**src/verilog/sie_regs.svh**
```systemverilog
`ifndef SIE_REGS_SVH
`define SIE_REGS_SVH
// i/o offsets of the stack pointer bytes
`define SIE_SP_LOW_OFS 6'h3d
`define SIE_SP_HIGH_OFS 6'h3e
// default last sram address (top of data space)
`define SIE_LAST_SRAM 16'h04ff
// cycle counts of entry and return
`define SIE_ENTRY_CYC 3'h4
`define SIE_RETURN_CYC 3'h4
`define SIE_SLEEP_EXTRA 3'h4
// byte steps of the stack pointer
`define SIE_STEP_BYTE 16'h0001
`define SIE_STEP_ADDR 16'h0002
// first interrupt vector sits past the reset slot
`define SIE_VEC_FIRST 16'h0002
`endif

```
**src/verilog/sie_pkg.sv**
```systemverilog
package sie_pkg;
  // stack operation requested by the sequencer
  typedef enum logic [2:0] {
    SIE_STK_NONE = 3'h0,
    SIE_STK_PUSH = 3'h1,
    SIE_STK_POP = 3'h2,
    SIE_STK_CALL = 3'h3,
    SIE_STK_RET = 3'h4
  } sie_stk_op_t;
  // pointer pair addressing modes
  typedef enum logic [1:0] {
    SIE_PTR_PLAIN = 2'h0,
    SIE_PTR_DISP = 2'h1,
    SIE_PTR_POSTINC = 2'h2,
    SIE_PTR_PREDEC = 2'h3
  } sie_ptr_mode_t;
  // interrupt entry/return sequencer states
  typedef enum logic [3:0] {
    SIE_ST_RUN = 4'b0001,
    SIE_ST_ENTRY = 4'b0010,
    SIE_ST_RETURN = 4'b0100,
    SIE_ST_HOLD = 4'b1000
  } sie_state_t;
endpackage

```
**src/verilog/sie_ptr_unit.sv**
```systemverilog
`timescale 1ns/100ps
`include "sie_regs.svh"
// pointer pair address generation
module sie_ptr_unit
  import sie_pkg::*;
(
  input wire logic [15:0] i_ptr,
  input wire sie_ptr_mode_t i_mode,
  input wire logic [5:0] i_disp,
  output logic [15:0] o_addr,
  output logic [15:0] o_ptr_next
);
  // address used and pointer written back per mode
  always_comb begin
    o_addr = i_ptr;
    o_ptr_next = i_ptr;
    case (i_mode)
      SIE_PTR_DISP: o_addr = i_ptr + {10'h000, i_disp};
      SIE_PTR_POSTINC: o_ptr_next = i_ptr + `SIE_STEP_BYTE;
      SIE_PTR_PREDEC: begin
        o_addr = i_ptr - `SIE_STEP_BYTE;
        o_ptr_next = i_ptr - `SIE_STEP_BYTE;
      end
      default: o_addr = i_ptr;
    endcase
  end
endmodule

```
**src/verilog/sie_prio_enc.sv**
```systemverilog
`timescale 1ns/100ps
// lowest index wins; index 0 is the lowest vector
module sie_prio_enc #(
  parameter int N = 8,
  parameter int W = 3
) (
  input wire logic [N-1:0] i_req,
  output logic o_any,
  output logic [W-1:0] o_idx
);
  logic [N-1:0] hit;
  logic [N-1:0] lower;
  // the index must be wide enough for every request
  if (N < 2 || (1 << W) < N) begin : g_bad_param
    $error("sie_prio_enc: unsupported parameters");
  end
  // one-hot of the lowest set request
  genvar g;
  generate
    for (g = 0; g < N; g++) begin : g_pri
      if (g == 0) begin : g_first
        assign lower[g] = 1'b0;
      end else begin : g_rest
        assign lower[g] = lower[g-1] | i_req[g-1];
      end
      assign hit[g] = i_req[g] & ~lower[g];
    end
  endgenerate
  // encode the one-hot winner
  always_comb begin
    o_idx = '0;
    for (int k = 0; k < N; k++) begin
      if (hit[k]) begin
        o_idx = W'(k);
      end
    end
  end
  assign o_any = |i_req;
endmodule

```
**src/verilog/sie_core.sv**
```systemverilog
`timescale 1ns/100ps
`include "sie_regs.svh"
// Notes on behaviour
// - upper six registers form three pointers
// - pointers: displacement, post-increment, pre-decrement
// - stack grows down; byte push minus one
// - calls and interrupt entry subtract two
// - byte pop returns data, plus one
// - returns pop address, add two
// - reset loads last sram address
// - stack pointer bytes at 0x3d, 0x3e
// - single undivided core clock
// - register alu op in one cycle
// - separate vectors; own and global enable
// - boot lock may mask interrupts
// - lower vector wins; reset highest
// - relocation bit, boot fuse move vectors
// - entry clears global enable
// - interrupt return sets global enable
// - vectoring or writing one clears flag
// - disabled flags held, served by priority
// - level requests only while present
// - one instruction after interrupt return
// - disable instruction blocks same cycle
// - one instruction after enable instruction
// - entry takes four cycles, sleep four more
// - multi-cycle instruction finishes first
// - return takes four cycles
module sie_core
  import sie_pkg::*;
#(
  parameter int NSRC = 8,
  parameter int SPW = 11,
  parameter int PCW = 13,
  parameter logic [15:0] LAST_SRAM = `SIE_LAST_SRAM,
  parameter logic [PCW-1:0] BOOT_START = '0
) (
  input wire logic i_mclk,
  input wire logic i_rst,
  // i/o register port
  input wire logic [5:0] i_io_addr,
  input wire logic i_io_wr,
  input wire logic [7:0] i_io_wdata,
  output logic [7:0] o_io_rdata,
  // sequencer side
  input wire logic i_boundary,
  input wire logic i_asleep,
  input wire sie_stk_op_t i_stk_op,
  input wire logic [PCW-1:0] i_pc,
  input wire logic i_set_gie,
  input wire logic i_clr_gie,
  input wire logic i_leave_interrupt_handler,
  input wire logic [7:0] i_flags_wdata,
  input wire logic i_flags_wr,
  output logic o_gie,
  output logic o_take,
  output logic o_busy,
  output logic [PCW-1:0] o_vector,
  output logic [15:0] o_stk_addr,
  output logic [15:0] o_sp,
  // pointer pairs
  input wire logic [1:0] i_ptr_sel,
  input wire sie_ptr_mode_t i_ptr_mode,
  input wire logic [5:0] i_ptr_disp,
  input wire logic i_ptr_use,
  input wire logic [47:0] i_ptr_pairs,
  output logic [15:0] o_ptr_addr,
  output logic [15:0] o_ptr_wb,
  output logic o_ptr_wb_en,
  // sources
  input wire logic [NSRC-1:0] i_evt,
  input wire logic [NSRC-1:0] i_level_type,
  input wire logic [NSRC-1:0] i_level,
  input wire logic [NSRC-1:0] i_src_en,
  input wire logic i_flag_clr_wr,
  input wire logic [NSRC-1:0] i_flag_clr,
  output logic [NSRC-1:0] o_flags,
  // boot configuration
  input wire logic i_relocate,
  input wire logic i_boot_reset_fuse,
  input wire logic i_boot_lock_a,
  input wire logic i_boot_lock_b,
  input wire logic i_pc_in_boot
);
  localparam int IW = $clog2(NSRC);
  // refuse sizes the pointer and vector logic cannot hold
  if (NSRC < 2 || SPW < 9 || SPW > 16 || PCW < IW + 2) begin : g_bad_param
    $error("sie_core: unsupported parameters");
  end
  logic [SPW-1:0] sp_ff, nxt_sp;
  logic gie_ff, nxt_gie;
  logic [NSRC-1:0] flag_ff;
  sie_state_t st_ff, nxt_st;
  logic [2:0] cnt_ff;
  logic [IW-1:0] sel_ff;
  logic hold_ff;
  logic [NSRC-1:0] pend;
  logic any_pend;
  logic [IW-1:0] win;
  logic [15:0] ptr_sel_val;
  logic allow;
  logic take;
  logic [PCW-1:0] vec_base;
  logic [7:0] rdata;

  // one undivided clock
  // all state runs on i_mclk; no divider or enable is applied
  // pointer pairs select
  always_comb begin
    case (i_ptr_sel)
      2'h0: ptr_sel_val = i_ptr_pairs[15:0];
      2'h1: ptr_sel_val = i_ptr_pairs[31:16];
      default: ptr_sel_val = i_ptr_pairs[47:32];
    endcase
  end
  sie_ptr_unit u_ptr (
    .i_ptr(ptr_sel_val),
    .i_mode(i_ptr_mode),
    .i_disp(i_ptr_disp),
    .o_addr(o_ptr_addr),
    .o_ptr_next(o_ptr_wb)
  );
  assign o_ptr_wb_en = i_ptr_use && (i_ptr_mode == SIE_PTR_POSTINC ||
    i_ptr_mode == SIE_PTR_PREDEC);

  assign pend = (flag_ff & ~i_level_type | i_level & i_level_type) &
    i_src_en;
  sie_prio_enc #(.N(NSRC), .W(IW)) u_prio (
    .i_req(pend),
    .o_any(any_pend),
    .o_idx(win)
  );
  assign allow = gie_ff && !i_clr_gie && i_boundary && !hold_ff &&
    !((i_boot_lock_a || i_boot_lock_b) && !i_pc_in_boot);
  assign take = allow && any_pend && st_ff == SIE_ST_RUN;
  assign o_take = take;
  assign o_busy = st_ff != SIE_ST_RUN;

  // entry/return sequencer
  always_comb begin
    nxt_st = st_ff;
    case (st_ff)
      SIE_ST_RUN: begin
        if (take) begin
          nxt_st = SIE_ST_ENTRY;
        end else if (i_leave_interrupt_handler && i_boundary) begin
          nxt_st = SIE_ST_RETURN;
        end
      end
      SIE_ST_ENTRY: if (cnt_ff == 3'h1) nxt_st = SIE_ST_RUN;
      SIE_ST_RETURN: if (cnt_ff == 3'h1) nxt_st = SIE_ST_HOLD;
      SIE_ST_HOLD: nxt_st = SIE_ST_RUN;
      default: nxt_st = SIE_ST_RUN;
    endcase
  end
  always_ff @(posedge i_mclk) begin
    if (i_rst) begin
      st_ff <= SIE_ST_RUN;
    end else begin
      st_ff <= nxt_st;
    end
  end
  // cycle counter of entry and return
  always_ff @(posedge i_mclk) begin
    if (i_rst) begin
      cnt_ff <= 3'h0;
    end else if (take) begin
      // sleep adds four
      // the take cycle counts as the first one, so load one short
      cnt_ff <= i_asleep ?
        3'(4'(`SIE_ENTRY_CYC) + 4'(`SIE_SLEEP_EXTRA) - 4'h1) :
        `SIE_ENTRY_CYC - 3'h1;
    end else if (st_ff == SIE_ST_RUN && i_leave_interrupt_handler && i_boundary) begin
      cnt_ff <= `SIE_RETURN_CYC - 3'h1;
    end else if (cnt_ff != 3'h0) begin
      cnt_ff <= cnt_ff - 3'h1;
    end
  end
  // winner latched at entry; others remain pending
  always_ff @(posedge i_mclk) begin
    if (i_rst) begin
      sel_ff <= '0;
    end else if (take) begin
      sel_ff <= win;
    end
  end
  // one after enable
  // hold until the next instruction boundary passes
  // a software write of the enable bit does not hold, only the instruction
  always_ff @(posedge i_mclk) begin
    if (i_rst) begin
      hold_ff <= 1'b0;
    end else if (st_ff == SIE_ST_HOLD || (i_set_gie && !gie_ff)) begin
      hold_ff <= 1'b1;
    end else if (i_boundary) begin
      hold_ff <= 1'b0;
    end
  end

  // global enable flag
  always_comb begin
    nxt_gie = gie_ff;
    if (i_flags_wr) begin
      nxt_gie = i_flags_wdata[7];
    end
    if (i_set_gie) begin
      nxt_gie = 1'b1;
    end
    if (i_clr_gie) begin
      nxt_gie = 1'b0;
    end
    if (st_ff == SIE_ST_RETURN && cnt_ff == 3'h1) begin
      nxt_gie = 1'b1;
    end
    if (take) begin
      nxt_gie = 1'b0;
    end
  end
  always_ff @(posedge i_mclk) begin
    if (i_rst) begin
      gie_ff <= 1'b0;
    end else begin
      gie_ff <= nxt_gie;
    end
  end
  assign o_gie = gie_ff;

  // event flags; a new event beats any clear
  genvar g;
  generate
    for (g = 0; g < NSRC; g++) begin : g_flag
      always_ff @(posedge i_mclk) begin
        if (i_rst) begin
          flag_ff[g] <= 1'b0;
        end else if (i_evt[g]) begin
          flag_ff[g] <= 1'b1;
        end else if ((take && win == IW'(g)) ||
          (i_flag_clr_wr && i_flag_clr[g])) begin
          flag_ff[g] <= 1'b0;
        end
      end
    end
  endgenerate
  assign o_flags = flag_ff;

  assign vec_base = i_relocate ? BOOT_START : '0;
  always_ff @(posedge i_mclk) begin
    if (i_rst) begin
      o_vector <= '0;
    end else if (take) begin
      // vector per source, after reset slot
      o_vector <= vec_base + PCW'({win, 1'b0}) + PCW'(`SIE_VEC_FIRST);
    end else if (st_ff == SIE_ST_RUN && i_boundary && !take) begin
      o_vector <= i_boot_reset_fuse ? BOOT_START : '0;
    end
  end

  // stack pointer next value
  always_comb begin
    nxt_sp = sp_ff;
    o_stk_addr = 16'(sp_ff);
    case (i_stk_op)
      SIE_STK_PUSH: nxt_sp = sp_ff - SPW'(`SIE_STEP_BYTE);
      SIE_STK_CALL: nxt_sp = sp_ff - SPW'(`SIE_STEP_ADDR);
      SIE_STK_POP: begin
        nxt_sp = sp_ff + SPW'(`SIE_STEP_BYTE);
        o_stk_addr = 16'(nxt_sp);
      end
      SIE_STK_RET: nxt_sp = sp_ff + SPW'(`SIE_STEP_ADDR);
      default: nxt_sp = sp_ff;
    endcase
    // interrupt return pops pc
    // the sequencer sends no stack op with the return
    if (st_ff == SIE_ST_RUN && i_leave_interrupt_handler && i_boundary && !take) begin
      nxt_sp = sp_ff + SPW'(`SIE_STEP_ADDR);
    end
    if (take) begin
      nxt_sp = sp_ff - SPW'(`SIE_STEP_ADDR);
    end
    if (i_io_wr && i_io_addr == `SIE_SP_LOW_OFS) begin
      nxt_sp[7:0] = i_io_wdata;
    end
    if (i_io_wr && i_io_addr == `SIE_SP_HIGH_OFS && SPW > 8) begin
      nxt_sp[SPW-1:8] = i_io_wdata[SPW-9:0];
    end
  end
  always_ff @(posedge i_mclk) begin
    if (i_rst) begin
      sp_ff <= LAST_SRAM[SPW-1:0];
    end else begin
      sp_ff <= nxt_sp;
    end
  end
  assign o_sp = 16'(sp_ff);

  // register read data, registered
  always_comb begin
    rdata = 8'h00;
    if (i_io_addr == `SIE_SP_LOW_OFS) begin
      rdata = o_sp[7:0];
    end else if (i_io_addr == `SIE_SP_HIGH_OFS) begin
      rdata = o_sp[15:8];
    end
  end
  always_ff @(posedge i_mclk) begin
    if (i_rst) begin
      o_io_rdata <= 8'h00;
    end else begin
      o_io_rdata <= rdata;
    end
  end
  // flags register not saved here
  // entry and return never touch the status flags beyond the enable bit
endmodule

```
**config.mk**
```make
export PLATFORM = sky130hd
export DESIGN_NAME = sie_core
export DESIGN_NICKNAME = d
export VERILOG_FILES = /design/src/verilog/sie_pkg.sv /design/src/verilog/sie_ptr_unit.sv /design/src/verilog/sie_prio_enc.sv /design/src/verilog/sie_core.sv
export VERILOG_INCLUDE_DIRS = /design/src /design/src/verilog
export SDC_FILE = /design/constraint.sdc
export NUM_CORES = 1
export LEC_CHECK = 0
export ABC_AREA = 1
export BUFFER_PORTS_ARGS = -buffer_cell sky130_fd_sc_hd__buf_2
export CAP_MARGIN = 20
export CORE_ASPECT_RATIO = 0.8
export CORE_MARGIN = 2
export CORE_UTILIZATION = 50
export DETAILED_ROUTE_END_ITERATION = 16
export PLACE_DENSITY = 0.89
export SYNTH_ARGS = -nofsm -noshare
export SYNTH_HDL_FRONTEND = slang
export SYNTH_SLANG_ARGS = --single-unit
```
**constraint.sdc**
```tcl
create_clock -name i_mclk -period 2.7 [get_ports i_mclk]
set_input_delay 0.27 -clock i_mclk [delete_from_list [all_inputs] [get_ports i_mclk]]
set_output_delay 0.27 -clock i_mclk [all_outputs]
set_load 0.1 [all_outputs]
```
### Word-level counts from Yosys, hierarchy flattened

Index checks and enable logic that the tools add are counted.

* register bits after elaboration: 49
* bits in latches: 0
* RAM bits: 0
* memory bits (read-only): 0
* input bits: 152
* output and inout bits: 97
* logic and storage cells: 198
* memories: 0

* add/sub/neg operators: 9
* $mul: 0
* div/mod/pow operators: 0
* order comparisons: 0
* equal/unequal tests: 26
* shift operators: 0
* multiplexer cells: 51
* bitwise logic cells: 25
* reduce and logical (&&, ||, !) cells: 71

Operator list (count)
* one-hot mux 16 bit (2 select lines): 3
* one-hot mux 11 bit (4 select lines): 1
* 2-to-1 mux 3 bit: 12
* logical AND 1 bit: 34
* 2-to-1 mux 11 bit: 3
* 2-to-1 mux 13 bit: 2
* AND 8 bit: 3
* 2-to-1 mux 1 bit: 23
* nonzero test 2 bit: 10
* adder 16 x 1 -> 16 bit, second input constant: 1
* adder 16 x 6 -> 16 bit: 1
* 2-to-1 mux 4 bit: 4
* 2-to-1 mux 8 bit: 2
* subtractor 16 x 1 -> 16 bit, second input constant: 1
* == test 3 bit, second input constant: 5
* nonzero test 7 bit: 2
* == test 3 x 2 -> 1 bit, second input constant: 4
* == test 6 bit, second input constant: 2
* one-hot mux 4 bit (3 select lines): 1
* adder 11 x 1 -> 11 bit, second input constant: 1
* adder 11 x 2 -> 11 bit, second input constant: 1
* logical OR 1 bit: 11
* subtractor 11 x 1 -> 11 bit, second input constant: 1
* subtractor 11 x 2 -> 11 bit, second input constant: 1
* 25 further kinds: 53

### Depth between registers and ports, before layout

Gate-level depths: netlist of the first run.

* word-level depth: 18
* gate-level depth with buffers: 18

### Cells and area by module

Synthesis of the first run repeated with hierarchy kept, for this count alone.

* cell total of the unflattened synthesis: 1016
* area, all modules: 5665.4 um2

Modules (own cells, without submodules)
* sie_core: times used 1, cells an instance 636, area an instance 3774.9 um2, sequential area each 800.8 um2
* sie_ptr_unit: times used 1, cells an instance 358, area an instance 1783.0 um2, sequential area each 0.0 um2
* sie_prio_enc: times used 1, cells an instance 22, area an instance 107.6 um2, sequential area each 0.0 um2

### Worst setup path before layout of the first run

No wires, ideal clock.

* path kind: reg-to-output
* start: register sp_ff[1]
* end: output port o_stk_addr[1]
* arrival: 3.723 ns
* slack: -1.293 ns
* stages on the path, launching flop included: 3
* cell sequence: dfxtp_1 > clkinv_1 > o21ai_0

* word-level cells in the longest chain between the ends: 2

RTL lines
* start: declaration: RTL line sie_core.sv:90 `logic [SPW-1:0] sp_ff, nxt_sp;`
* start signal: assignment: RTL line sie_core.sv:289 `sp_ff <= LAST_SRAM[SPW-1:0];`
* start signal: assignment: RTL line sie_core.sv:291 `sp_ff <= nxt_sp;`
* adder 11 x 1 -> 11 bit: RTL line sie_core.sv:266 `` nxt_sp = sp_ff + SPW'(`SIE_STEP_BYTE); ``
* 2-to-1 mux 11 bit (*): RTL line sie_core.sv:262 `case (i_stk_op)`
* end: declaration: RTL line sie_core.sv:59 `output logic [15:0] o_stk_addr,`

Every way passes the cells marked *; elsewhere a longest branch is shown, timed or not.

### Final worst setup path of the first run

* start: input port i_ptr_sel[1]
* end: output port o_ptr_addr[8]

* word-level cells in the longest chain between the ends: 4
* elaborated cells on any way between the ends: 6
* those cells by class: 2 x add/sub; 1 x eq/ne; 2 x mux; 1 x reduce/logical

RTL lines
* start: declaration: RTL line sie_core.sv:62 `input wire logic [1:0] i_ptr_sel,`
* == test 2 x 1 -> 1 bit or logical NOT 2 bit (tied branches): RTL line sie_core.sv:110 `case (i_ptr_sel)`
* one-hot mux 16 bit (2 select lines) (*): RTL line sie_core.sv:110
* subtractor 16 x 1 -> 16 bit (no line) or adder 16 x 6 -> 16 bit (tied branches)
* one-hot mux 16 bit (2 select lines) (*): RTL line sie_ptr_unit.sv:17 `case (i_mode)`
* end: declaration: RTL line sie_core.sv:67 `output logic [15:0] o_ptr_addr,`

Marks and branches as above.

==> results of run 1 <==
-- Yosys cell counts (2+ instances only) --
cell type	n
and2_1	6
o2111ai_1	2
o221ai_1	4
o211ai_1	13
nand4_1	35
buf_4	20
o31ai_1	2
dfxtp_1	40
a21boi_0	2
o22ai_1	4
clkbuf_1	12
o21ai_2	2
inv_2	7
nand2_2	8
nand2_4	3
nand3_4	2
or2_1	4
inv_1	137
nand3_1	109
nand2_1	283
nor2_2	9
buf_6	4
or2_2	4
nand3b_1	5
nor2_1	112
o21bai_1	3
a31oi_1	2
xor2_1	10
o21ai_1	12
nand3_2	5
nand3b_4	4
xnor2_1	2
nor2_4	6
buf_2	7
clkinv_1	5
nor3_1	7
o21ai_0	59
ha_1	23
a21oi_1	36
nor3_2	2
-- worst paths after layout --
kind / start / endpoint / slack (ps) / cells past startpoint
setup / recovery: i_ptr_sel[1] / o_ptr_addr[8] / 2 / 13
setup reg to reg: sp_ff[1] / sp_ff[9] / 510 / 10
hold / removal: i_evt[7] / o_flags[7] / 180 / 3
hold reg to reg: o_vector[2] / o_vector[2] / 470 / 2
-- what timing repair did --
| action | in CTS | in global routing |
|---|---|---|
| pin swaps | 1 | 16 |
| endpoints found under the setup margin | 4 | 11 |
| buffers inserted | 0 | 3 |
| resized for setup | 1 | 30 |
-- worst register-to-register path, stage by stage, from the launching register on --
cell      delay, ps
dfxtp_2         370
clkinv_1        340
ha_1            410
nand3_1         210
o21ai_0         150
nand3_1          90
nand3_1          70
nor2_1          120
nor2_1           60
nor3_1          210
nor2_1           70
-- layout make-up --
cell class                      instances  area, µm²
Multi-Input combinational cell        811       4492
Fill cell                             966       3286
Timing Repair Buffer                  247       1863
Sequential cell                        40      803.3
Inverter                              151      585.6
Tap cell                              148      185.2
Clock buffer                            5      125.1
Clock inverter                          3      46.29
-- cells by family (layout without fill, tap and decap cells) --
| family | Yosys count | count (layout) | share of synthesized area (%) |
|---|---|---|---|
| other | 1 | 19 | 0.06480 |
| and+or+nand+nor | 609 | 609 | 49.60 |
| buffers and inverters | 195 | 406 | 14.72 |
| AOI/OAI and AO/OA | 147 | 147 | 14.64 |
| xor gates and xnor gates | 12 | 12 | 1.816 |
| adders and majority gates | 24 | 24 | 5.319 |
| DFF | 40 | 40 | 13.84 |
-- layer usage --
metal | share of wire (%) | vias to the layer above
met5 | 0 | -
met4 | 2.6 | 0
met3 | 13 | 72
met2 | 43 | 553
met1 | 42 | 3474
li1 | - | 3770
-- flip-flops by register name (all words and copies together), names as in the netlist --
register,count
sp_ff,11
o_flags,8
o_io_rdata,8
o_vector,4
st_ff,4
cnt_ff,3
hold_ff,1
o_gie,1
-- through the flow --
step / area [µm²] / hold WS, ps / util (%) / power (mW)
final: 8100 / 178.1 / 71.14 / 4.350
after global routing: 8100 / 212.9 / 71.14 / 4.562
after CTS: 7983 / 183.4 / 70.11 / 4.267
after detailed placement: 7809 / 456.3 / 68.58 / 3.550
after global placement: 7809 / 451.9 / 68.58 / 3.506
after floorplan: 6106 / 387.4 / - / 2.787
-- power by group --
part / switching [mW] / internal, mW / leakage, nW / total [mW]
sequential: 0.0721 / 0.649 / 0.330 / 0.721
clock: 0.277 / 0.440 / 0.0804 / 0.717
combinational: 2.07 / 0.837 / 3.82 / 2.91
==> results_dict.tcl, run 1 <==
set metrics [dict create \
    grt.met2_usage_pct 51.41 \
    grt_pass1_wl_um 34500 \
    gr-total-overflow 0 \
    drc 0 \
    ys_types 56 \
    syn_area_per_cell_um2 5.629 \
    diodes 0 \
    area_growth_pct 39.98 \
    path_common_cell "nand2_2" \
    gp_congestion 1.040 \
    crit_path_end_kind "output port" \
    yosysSeqAreaShare_pct 13.84 \
    drv_slew 0 \
    hold_violations 0 \
    drt_iter0_drc 904 \
    worstMarginPinSlew_ps 770.4 \
    vdd_drop_max_mv 0.4270 \
    critical-path-top-delay-family "simple AND/OR/NAND/NOR gates" \
    insertion_delay_ps 290 \
    die_w_um 124.3 \
    cts_buffer_depth 2 \
    synth_edf_count 0 \
    crit_chain "buf_6, nor2_4, nand2_2, nand3_4, inv_2, ha_4, nand2_2, nor3_4, a21oi_2, nor2_2, nor2_1, o211ai_1, clkbuf_16" \
    start_kind "primary input" \
    critical_path_required_ps 2430 \
    slowest_delay_ps 300 \
    powerDensity_nw_per_um2 537.1 \
    fp.coreArea_um2 11390 \
    use_met1_pct 47.02 \
    clock_skew_ps 4.161 \
    start_util_pct 50.82 \
    grt_pass1_vias 7103 \
    drtPass1Iterations 5 \
    tritoncts "built" \
    yosysWarnings 0 \
    synth_area_leaders "nand2_1 18%, dfxtp_1 14%, nand3_1 9.4%" \
    drv_cap 0 \
    min_path_type "in -> reg" \
    synth_ff_type "dfxtp_1" \
    ios 249 \
    yosysTopAreaCellShare_pct 18.36 \
    die_area_um2 12460 \
    die_h_um 100.2 \
    setup_ws_ps 2.023 \
    clk_pin_slew_ps 70 \
    grt.busiest_layer "met2" \
    worst-path-buf-inv 3 \
    cts_buffers 5 \
    synth_area_um2 5787 \
    met3_usage_pct 8.102 \
    synthCells 1028 \
    status "completed" \
    nets 1432 \
    dp.cells 1394 \
    routedWlPerCell_um 15.51 \
    period_minus_slack_ps 2698 \
    vias 7869 \
    grt_start_max_net_pins 18 \
    async_flop_share_pct 0 \
    setup-violations-final 0 \
    synth_top_cell_by_area "nand2_1" \
    vias_per_cell 5.601 \
    layout_common_cells "266 x nand2_1, 170 x buf_2, 129 x inv_1, 111 x nor2_1, 103 x nand3_1" \
    dp_hpwl_um 17130 \
    critPathKind "in -> out" \
    leakagePower_nw 4.228 \
    detail-route-antenna-nets 0 \
    portBuffers 207 \
    drive_above_1_share_pct 29.67 \
    path_max_fanout 8 \
    cts-root-buf "clkbuf_16" \
    num_rows 35 \
    grtUsageTotal_pct 33.49 \
    critical_path.slowest_cell "o211ai_1" \
    setup_tns_ps 0 \
    critical_path_arrival_ps 2430 \
    cts_num_sinks 40 \
    finalCritPeriodShare_pct 99.93 \
    antenna_found_initial 0 \
    grt_setup_unrepaired "true" \
    cts_hold_buf 0 \
    cts_htree_levels 2 \
    fmax_ghz 0.3706 \
    ys_ff_latch 40 \
    layout.cells.non_filler 1405 \
    final_common_cell "nand2_1" \
    drt_wl_total_um 21790 \
    pre_cts_ws_ps -44.14 \
    max-slew-margin-rel_pct 48.45 \
]
(Power assumes the default switching activity.)
==> inputs of run 2 (changes only) <==
--- a/config.mk
+++ b/config.mk
@@ -7,8 +7,8 @@
 export NUM_CORES = 1
 export LEC_CHECK = 0
 export ABC_AREA = 1
-export BUFFER_PORTS_ARGS = -buffer_cell sky130_fd_sc_hd__buf_2
-export CAP_MARGIN = 20
+export BUFFER_PORTS_ARGS = -buffer_cell sky130_fd_sc_hd__buf_4
+export CAP_MARGIN = 0
 export CORE_ASPECT_RATIO = 0.8
 export CORE_MARGIN = 2
 export CORE_UTILIZATION = 50
==> run 2 against run 1 <==
Net effect: the run now ends with setup timing left; global-route usage decreased by 0.14 points; clock power increased by 2%; register-to-register slack about the same; routed wire length decreased by 1.3%; largest power group unchanged; critical path type unchanged.
==> results_dict.tcl, run 2 (same netlist as run 1, synthesis figures left out) <==
set metrics [dict create \
    status "finished, violations left" \
    violations "setup timing" \
    grtUsageTotal_pct 33.34 \
    diodes 0 \
    routedWlPerCell_um 15.30 \
    cts-root-buf "clkbuf_16" \
    critical_path_required_ps 2430 \
    min_path_type "in -> reg" \
    critPathKind "in -> out" \
    insertion_delay_ps 300 \
    register_area_um2 803.3 \
    fillCellCount 995 \
    grt_pass1_wl_um 34220 \
    finalInstanceArea_um2 8172 \
    die_area_um2 12460 \
    hp-start "i_evt[3]" \
    fp.coreArea_um2 11390 \
    max-slew-margin-rel_pct 57.31 \
    start_kind "primary input" \
    ios 249 \
    leakagePower_nw 4.246 \
    dp_hpwl_um 16980 \
    grt.met2_usage_pct 51.45 \
    crit_path_end_kind "output port" \
    cts_buffers 5 \
    grt_pass1_vias 7041 \
    setup-violations-final 1 \
    final_common_cell "nand2_1" \
    setup_ws_ps -22.88 \
    drt_iter0_drc 863 \
    drv_cap 0 \
    finalCritPeriodShare_pct 100.8 \
    nets 1433 \
    drt_wl_total_um 21520 \
    drv_slew 0 \
    vias_per_cell 5.534 \
    die_h_um 100.2 \
    critical_path_arrival_ps 2450 \
    portBuffers 207 \
    multi_input_area_um2 4472 \
    worstMarginPinSlew_ps 640.3 \
    powerDensity_nw_per_um2 520.2 \
    setup_tns_ps -22.88 \
    drtPass1Iterations 5 \
    antenna_found_initial 0 \
    ff2ff_path_depth 10 \
    grt_setup_unrepaired "true" \
    tritoncts "built" \
    rrSetupSlack_ps 510 \
    clk_pin_slew_ps 60 \
    start_util_pct 50.82 \
    path_max_fanout 8 \
    drc 0 \
    gr-total-overflow 0 \
    period_minus_slack_ps 2723 \
    final_util_pct 71.77 \
    detail-route-antenna-nets 0 \
    grt_start_max_net_pins 29 \
    cts_num_sinks 40 \
    pre_cts_ws_ps -33.81 \
    fmax_ghz 0.3673 \
    vdd_drop_max_mv 0.4195 \
    die_w_um 124.3 \
    hold_violations 0 \
    r2r_start "sp_ff[2]" \
    crit_start "i_ptr_sel[1]" \
    num_rows 35 \
    use_met1_pct 46.89 \
    gp_congestion 0.9972 \
    top_register "sp_ff" \
    clock_skew_ps 4.808 \
    hold_depth 3 \
    grt.busiest_layer "met2" \
    drive_above_1_share_pct 28.93 \
    met3_usage_pct 7.783 \
    cts_htree_levels 2 \
    cts_buffer_depth 2 \
    vias 7781 \
    largest_reg_flops 11 \
    post_dp_cell_area_um2 7809 \
    layout_common_cells "275 x nand2_1, 237 x buf_4, 130 x inv_1, 111 x nor2_1, 104 x nand3_1" \
    area_growth_pct 41.21 \
    cts_hold_buf 0 \
]
## run 2: cell count changes in the layout (fill, tap and decap cells not counted), moves of 2 or more
cell	before	now
buf_12	33	6
buf_2	170	0
buf_4	41	237
buf_6	1	4
inv_4	4	2
nand2_1	266	275
nand2_2	23	13
## run 2: cell type report
cell class / count / area share [%]
multi-input cells: 811 / 54.72
repair buffers: 248 / 23.98
flip-flops and latches: 40 / 9.830
inverters: 151 / 7.105
well taps: 148 / 2.266
clock buffers: 5 / 1.531
clock inverters: 3 / 0.5665
## run 2: what timing repair did
item | in CTS | in global routing
pin swaps | 0 | 5
gates resized for setup | 5 | 33
buffers inserted | 0 | 5
endpoints found under the setup margin | 5 | 16
## run 2: worst max-delay path: stages
cell      delay (ps)
buf_12           120
nor2_4           220
buf_6            140
nand2_4           40
o211ai_4          90
ha_4             190
inv_4             40
fa_2             400
inv_2            110
a21oi_4           80
nor2_4           140
nand2_1           60
nand2_1           70
nand3_1           80
o211ai_1         130
buf_6            260
## run 2: per-layer routing
| layer | up-vias | routed length (µm) |
|---|---|---|
| li1 | 3773 | - |
| met1 | 3456 | 9188 |
| met2 | 505 | 9295 |
| met3 | 47 | 2563 |
| met4 | 0 | 469 |
| met5 | - | 0 |
## run 2: per-stage QoR
stage / hold WS (ps) / power, mW / std cells
2_1_floorplan: 387.4 / 2.787 / 1046
3_3_place_gp: 452.5 / 3.401 / 1393
3_5_place_dp: 460.1 / 3.422 / 1393
4_1_cts: 175.6 / 4.157 / 1401
5_1_grt: 186.4 / 4.476 / 1406
6_report: 177.5 / 4.251 / 1406
## run 2: report_power, final
| part | internal [mW] | switching [mW] |
|---|---|---|
| Clock | 0.440 | 0.288 |
| Sequential | 0.649 | 0.0796 |
| Combinational | 0.782 | 2.01 |
| Total | 1.87 | 2.38 |
## run 2: path summary, 6_finish.rpt
kind               endpoint
min reg2reg       cnt_ff[1]
max          o_ptr_addr[12]
min              o_flags[3]
max reg2reg        sp_ff[9]
==> inputs of run 3 (changes only) <==
--- a/config.mk
+++ b/config.mk
@@ -13,7 +13,8 @@
 export CORE_MARGIN = 2
 export CORE_UTILIZATION = 50
 export DETAILED_ROUTE_END_ITERATION = 16
-export PLACE_DENSITY = 0.89
+export PLACE_DENSITY_LB_ADDON = 0.25
+export REMOVE_ABC_BUFFERS = 1
 export SYNTH_ARGS = -nofsm -noshare
 export SYNTH_HDL_FRONTEND = slang
 export SYNTH_SLANG_ARGS = --single-unit
==> run 3 against run 2 <==
Net effect: the run now ends clean; combinational power barely moved; clock power down 6.9%; clock skew about the same; register-to-register slack about the same; critical path depth unchanged; design area barely moved; worst setup slack better by 100 ps; cell count increased by 0.64%; largest cell class unchanged.
==> results_dict.tcl, run 3 (same netlist as run 1, synthesis figures left out) <==
set metrics [dict create \
    status "completed" \
    critPathKind "in -> out" \
    die_h_um 100.2 \
    drtPass1Iterations 6 \
    p_int_mw 1.874 \
    critical_path_arrival_ps 2350 \
    die_area_um2 12460 \
    path_max_fanout 6 \
    num_rows 35 \
    fp.coreArea_um2 11390 \
    ios 249 \
    tritoncts "built" \
    setup-violations-final 0 \
    cts-root-buf "clkbuf_16" \
    timing.hold.ws_ps 190.9 \
    final_common_cell "nand2_1" \
    hold_depth 3 \
    register_area_um2 800.8 \
    drv_cap 0 \
    drv_slew 0 \
    die_w_um 124.3 \
    diodes 0 \
    grtUsageTotal_pct 32.38 \
    drt_wl_total_um 21150 \
    sw_frac_of_total_pct 55.31 \
    r2r_start "st_ff[2]" \
    cts_buffers 5 \
    clkPwrFrac_pct 16.2 \
    cts_buffer_depth 2 \
    start_kind "primary input" \
    portBuffers 207 \
    area_growth_pct 41.19 \
    min_to "o_flags[7]" \
    p_seq_share_pct 17.1 \
    powerDensity_nw_per_um2 513.2 \
    top_register "sp_ff" \
    vdd_drop_max_mv 0.4337 \
    fmax_ghz 0.3814 \
    vias 7652 \
    drc 0 \
    worstMarginPinSlew_ps 600.3 \
    grt_start_max_net_pins 29 \
    layout_common_cells "275 x nand2_1, 244 x buf_4, 131 x inv_1, 110 x nor2_1, 104 x nand3_1" \
    antenna_found_initial 0 \
    ff2ff_path_depth 12 \
    grt_pass1_vias 6779 \
    regToRegEndpoint "sp_ff[5]" \
    grt_pass1_wl_um 33220 \
    largest_reg_flops 11 \
    drive_above_1_share_pct 28.33 \
    leakagePower_nw 4.256 \
    hold_violations 0 \
    cts_htree_levels 2 \
    insertion_delay_ps 290 \
    period_minus_slack_ps 2622 \
    clock_skew_ps 4.936 \
    grt_setup_unrepaired "true" \
    multi_input_area_um2 4414 \
    switching_power_mw 2.319 \
    cts_num_sinks 40 \
    drt_iter0_drc 834 \
    clk_pin_slew_ps 60 \
    vias_per_cell 5.408 \
    finalCritPeriodShare_pct 97.11 \
    gr-total-overflow 0 \
    nets 1442 \
    pwr-share-comb_pct 66.7 \
    detail-route-antenna-nets 0 \
    setup_tns_ps 0 \
    crit_path_end_kind "output port" \
    gp_congestion 0.9930 \
    max-slew-margin-rel_pct 59.83 \
    dp_hpwl_um 16650 \
    hp-start "i_evt[7]" \
    start_util_pct 50.82 \
    routedWlPerCell_um 14.95 \
    rrSetupSlack_ps 510 \
    min_path_type "in -> reg" \
    fillCellCount 985 \
    critical_path_required_ps 2430 \
]
[run 3: worst max-delay path by stage]
stage	depth (start not counted)	start	end	slack, ps
6_report	16	i_ptr_sel[1]	o_ptr_addr[8]	80
2_1_floorplan	2	sp_ff[3]	o_stk_addr[3]	-1350
3_5_place_dp	14	i_ptr_sel[1]	o_ptr_addr[8]	-160
5_1_grt	18	i_ptr_sel[1]	o_ptr_addr[14]	-50
4_1_cts	19	i_ptr_sel[0]	o_ptr_addr[7]	-30
3_3_place_gp	14	i_ptr_sel[1]	o_ptr_addr[8]	-110
[run 3: metrics by stage]
step	util, %	cells	cell area, µm²	worst slack [ps]	power, mW
after detailed placement	67.41	1405	7675	-162.3	3.366
after floorplan	-	1002	5575	-1352	2.652
after global placement	67.41	1405	7675	-109.2	3.343
after CTS	70.07	1415	7978	-25.02	4.095
final	71.76	1415	8170	77.93	4.193
after global routing	71.76	1415	8170	-45.64	4.416
[run 3: cell type report]
class | instances | area share (%)
Clock inverter | 2 | 0.4288
Clock buffer | 6 | 1.577
Sequential cell | 40 | 9.801
Inverter | 151 | 7.044
Multi-Input combinational cell | 811 | 54.03
Tap cell | 148 | 2.266
Timing Repair Buffer | 257 | 24.85
[run 3: power groups by stage]
stage | Clock, mW | Sequential (mW) | Combinational [mW]
CTS | 0.684 | 0.713 | 2.70
finish | 0.678 | 0.717 | 2.80
floorplan | 0 | 0.959 | 1.69
detailed placement | 0 | 0.726 | 2.64
global route | 0.713 | 0.724 | 2.98
global placement | 0 | 0.725 | 2.62
[run 3: critical path, cell delays in order]
cell	delay, ps
buf_12	120
nor2_4	200
buf_6	130
nand2_1	50
o21ai_2	70
inv_2	70
nand2_4	90
ha_4	210
inv_1	100
nor3_2	70
a21oi_4	250
inv_2	60
nand2_2	90
nand2_1	50
o211ai_1	240
buf_6	270
[run 3: repair_timing]
| item | CTS | global route |
|---|---|---|
| hold buffers | 0 | 0 |
| pin swaps | 4 | 13 |
| resized for setup | 25 | 49 |
| buffers inserted | 2 | 1 |
| endpoints found under the setup margin | 10 | 15 |
[run 3: routing by layer]
metal	part of all wire, %	up-vias	global-route usage [%]
li1	-	3780	-
met5	0	-	0
met2	43	494	51.58
met3	12	34	6.770
met4	1.4	0	6.655
met1	43	3344	45.45
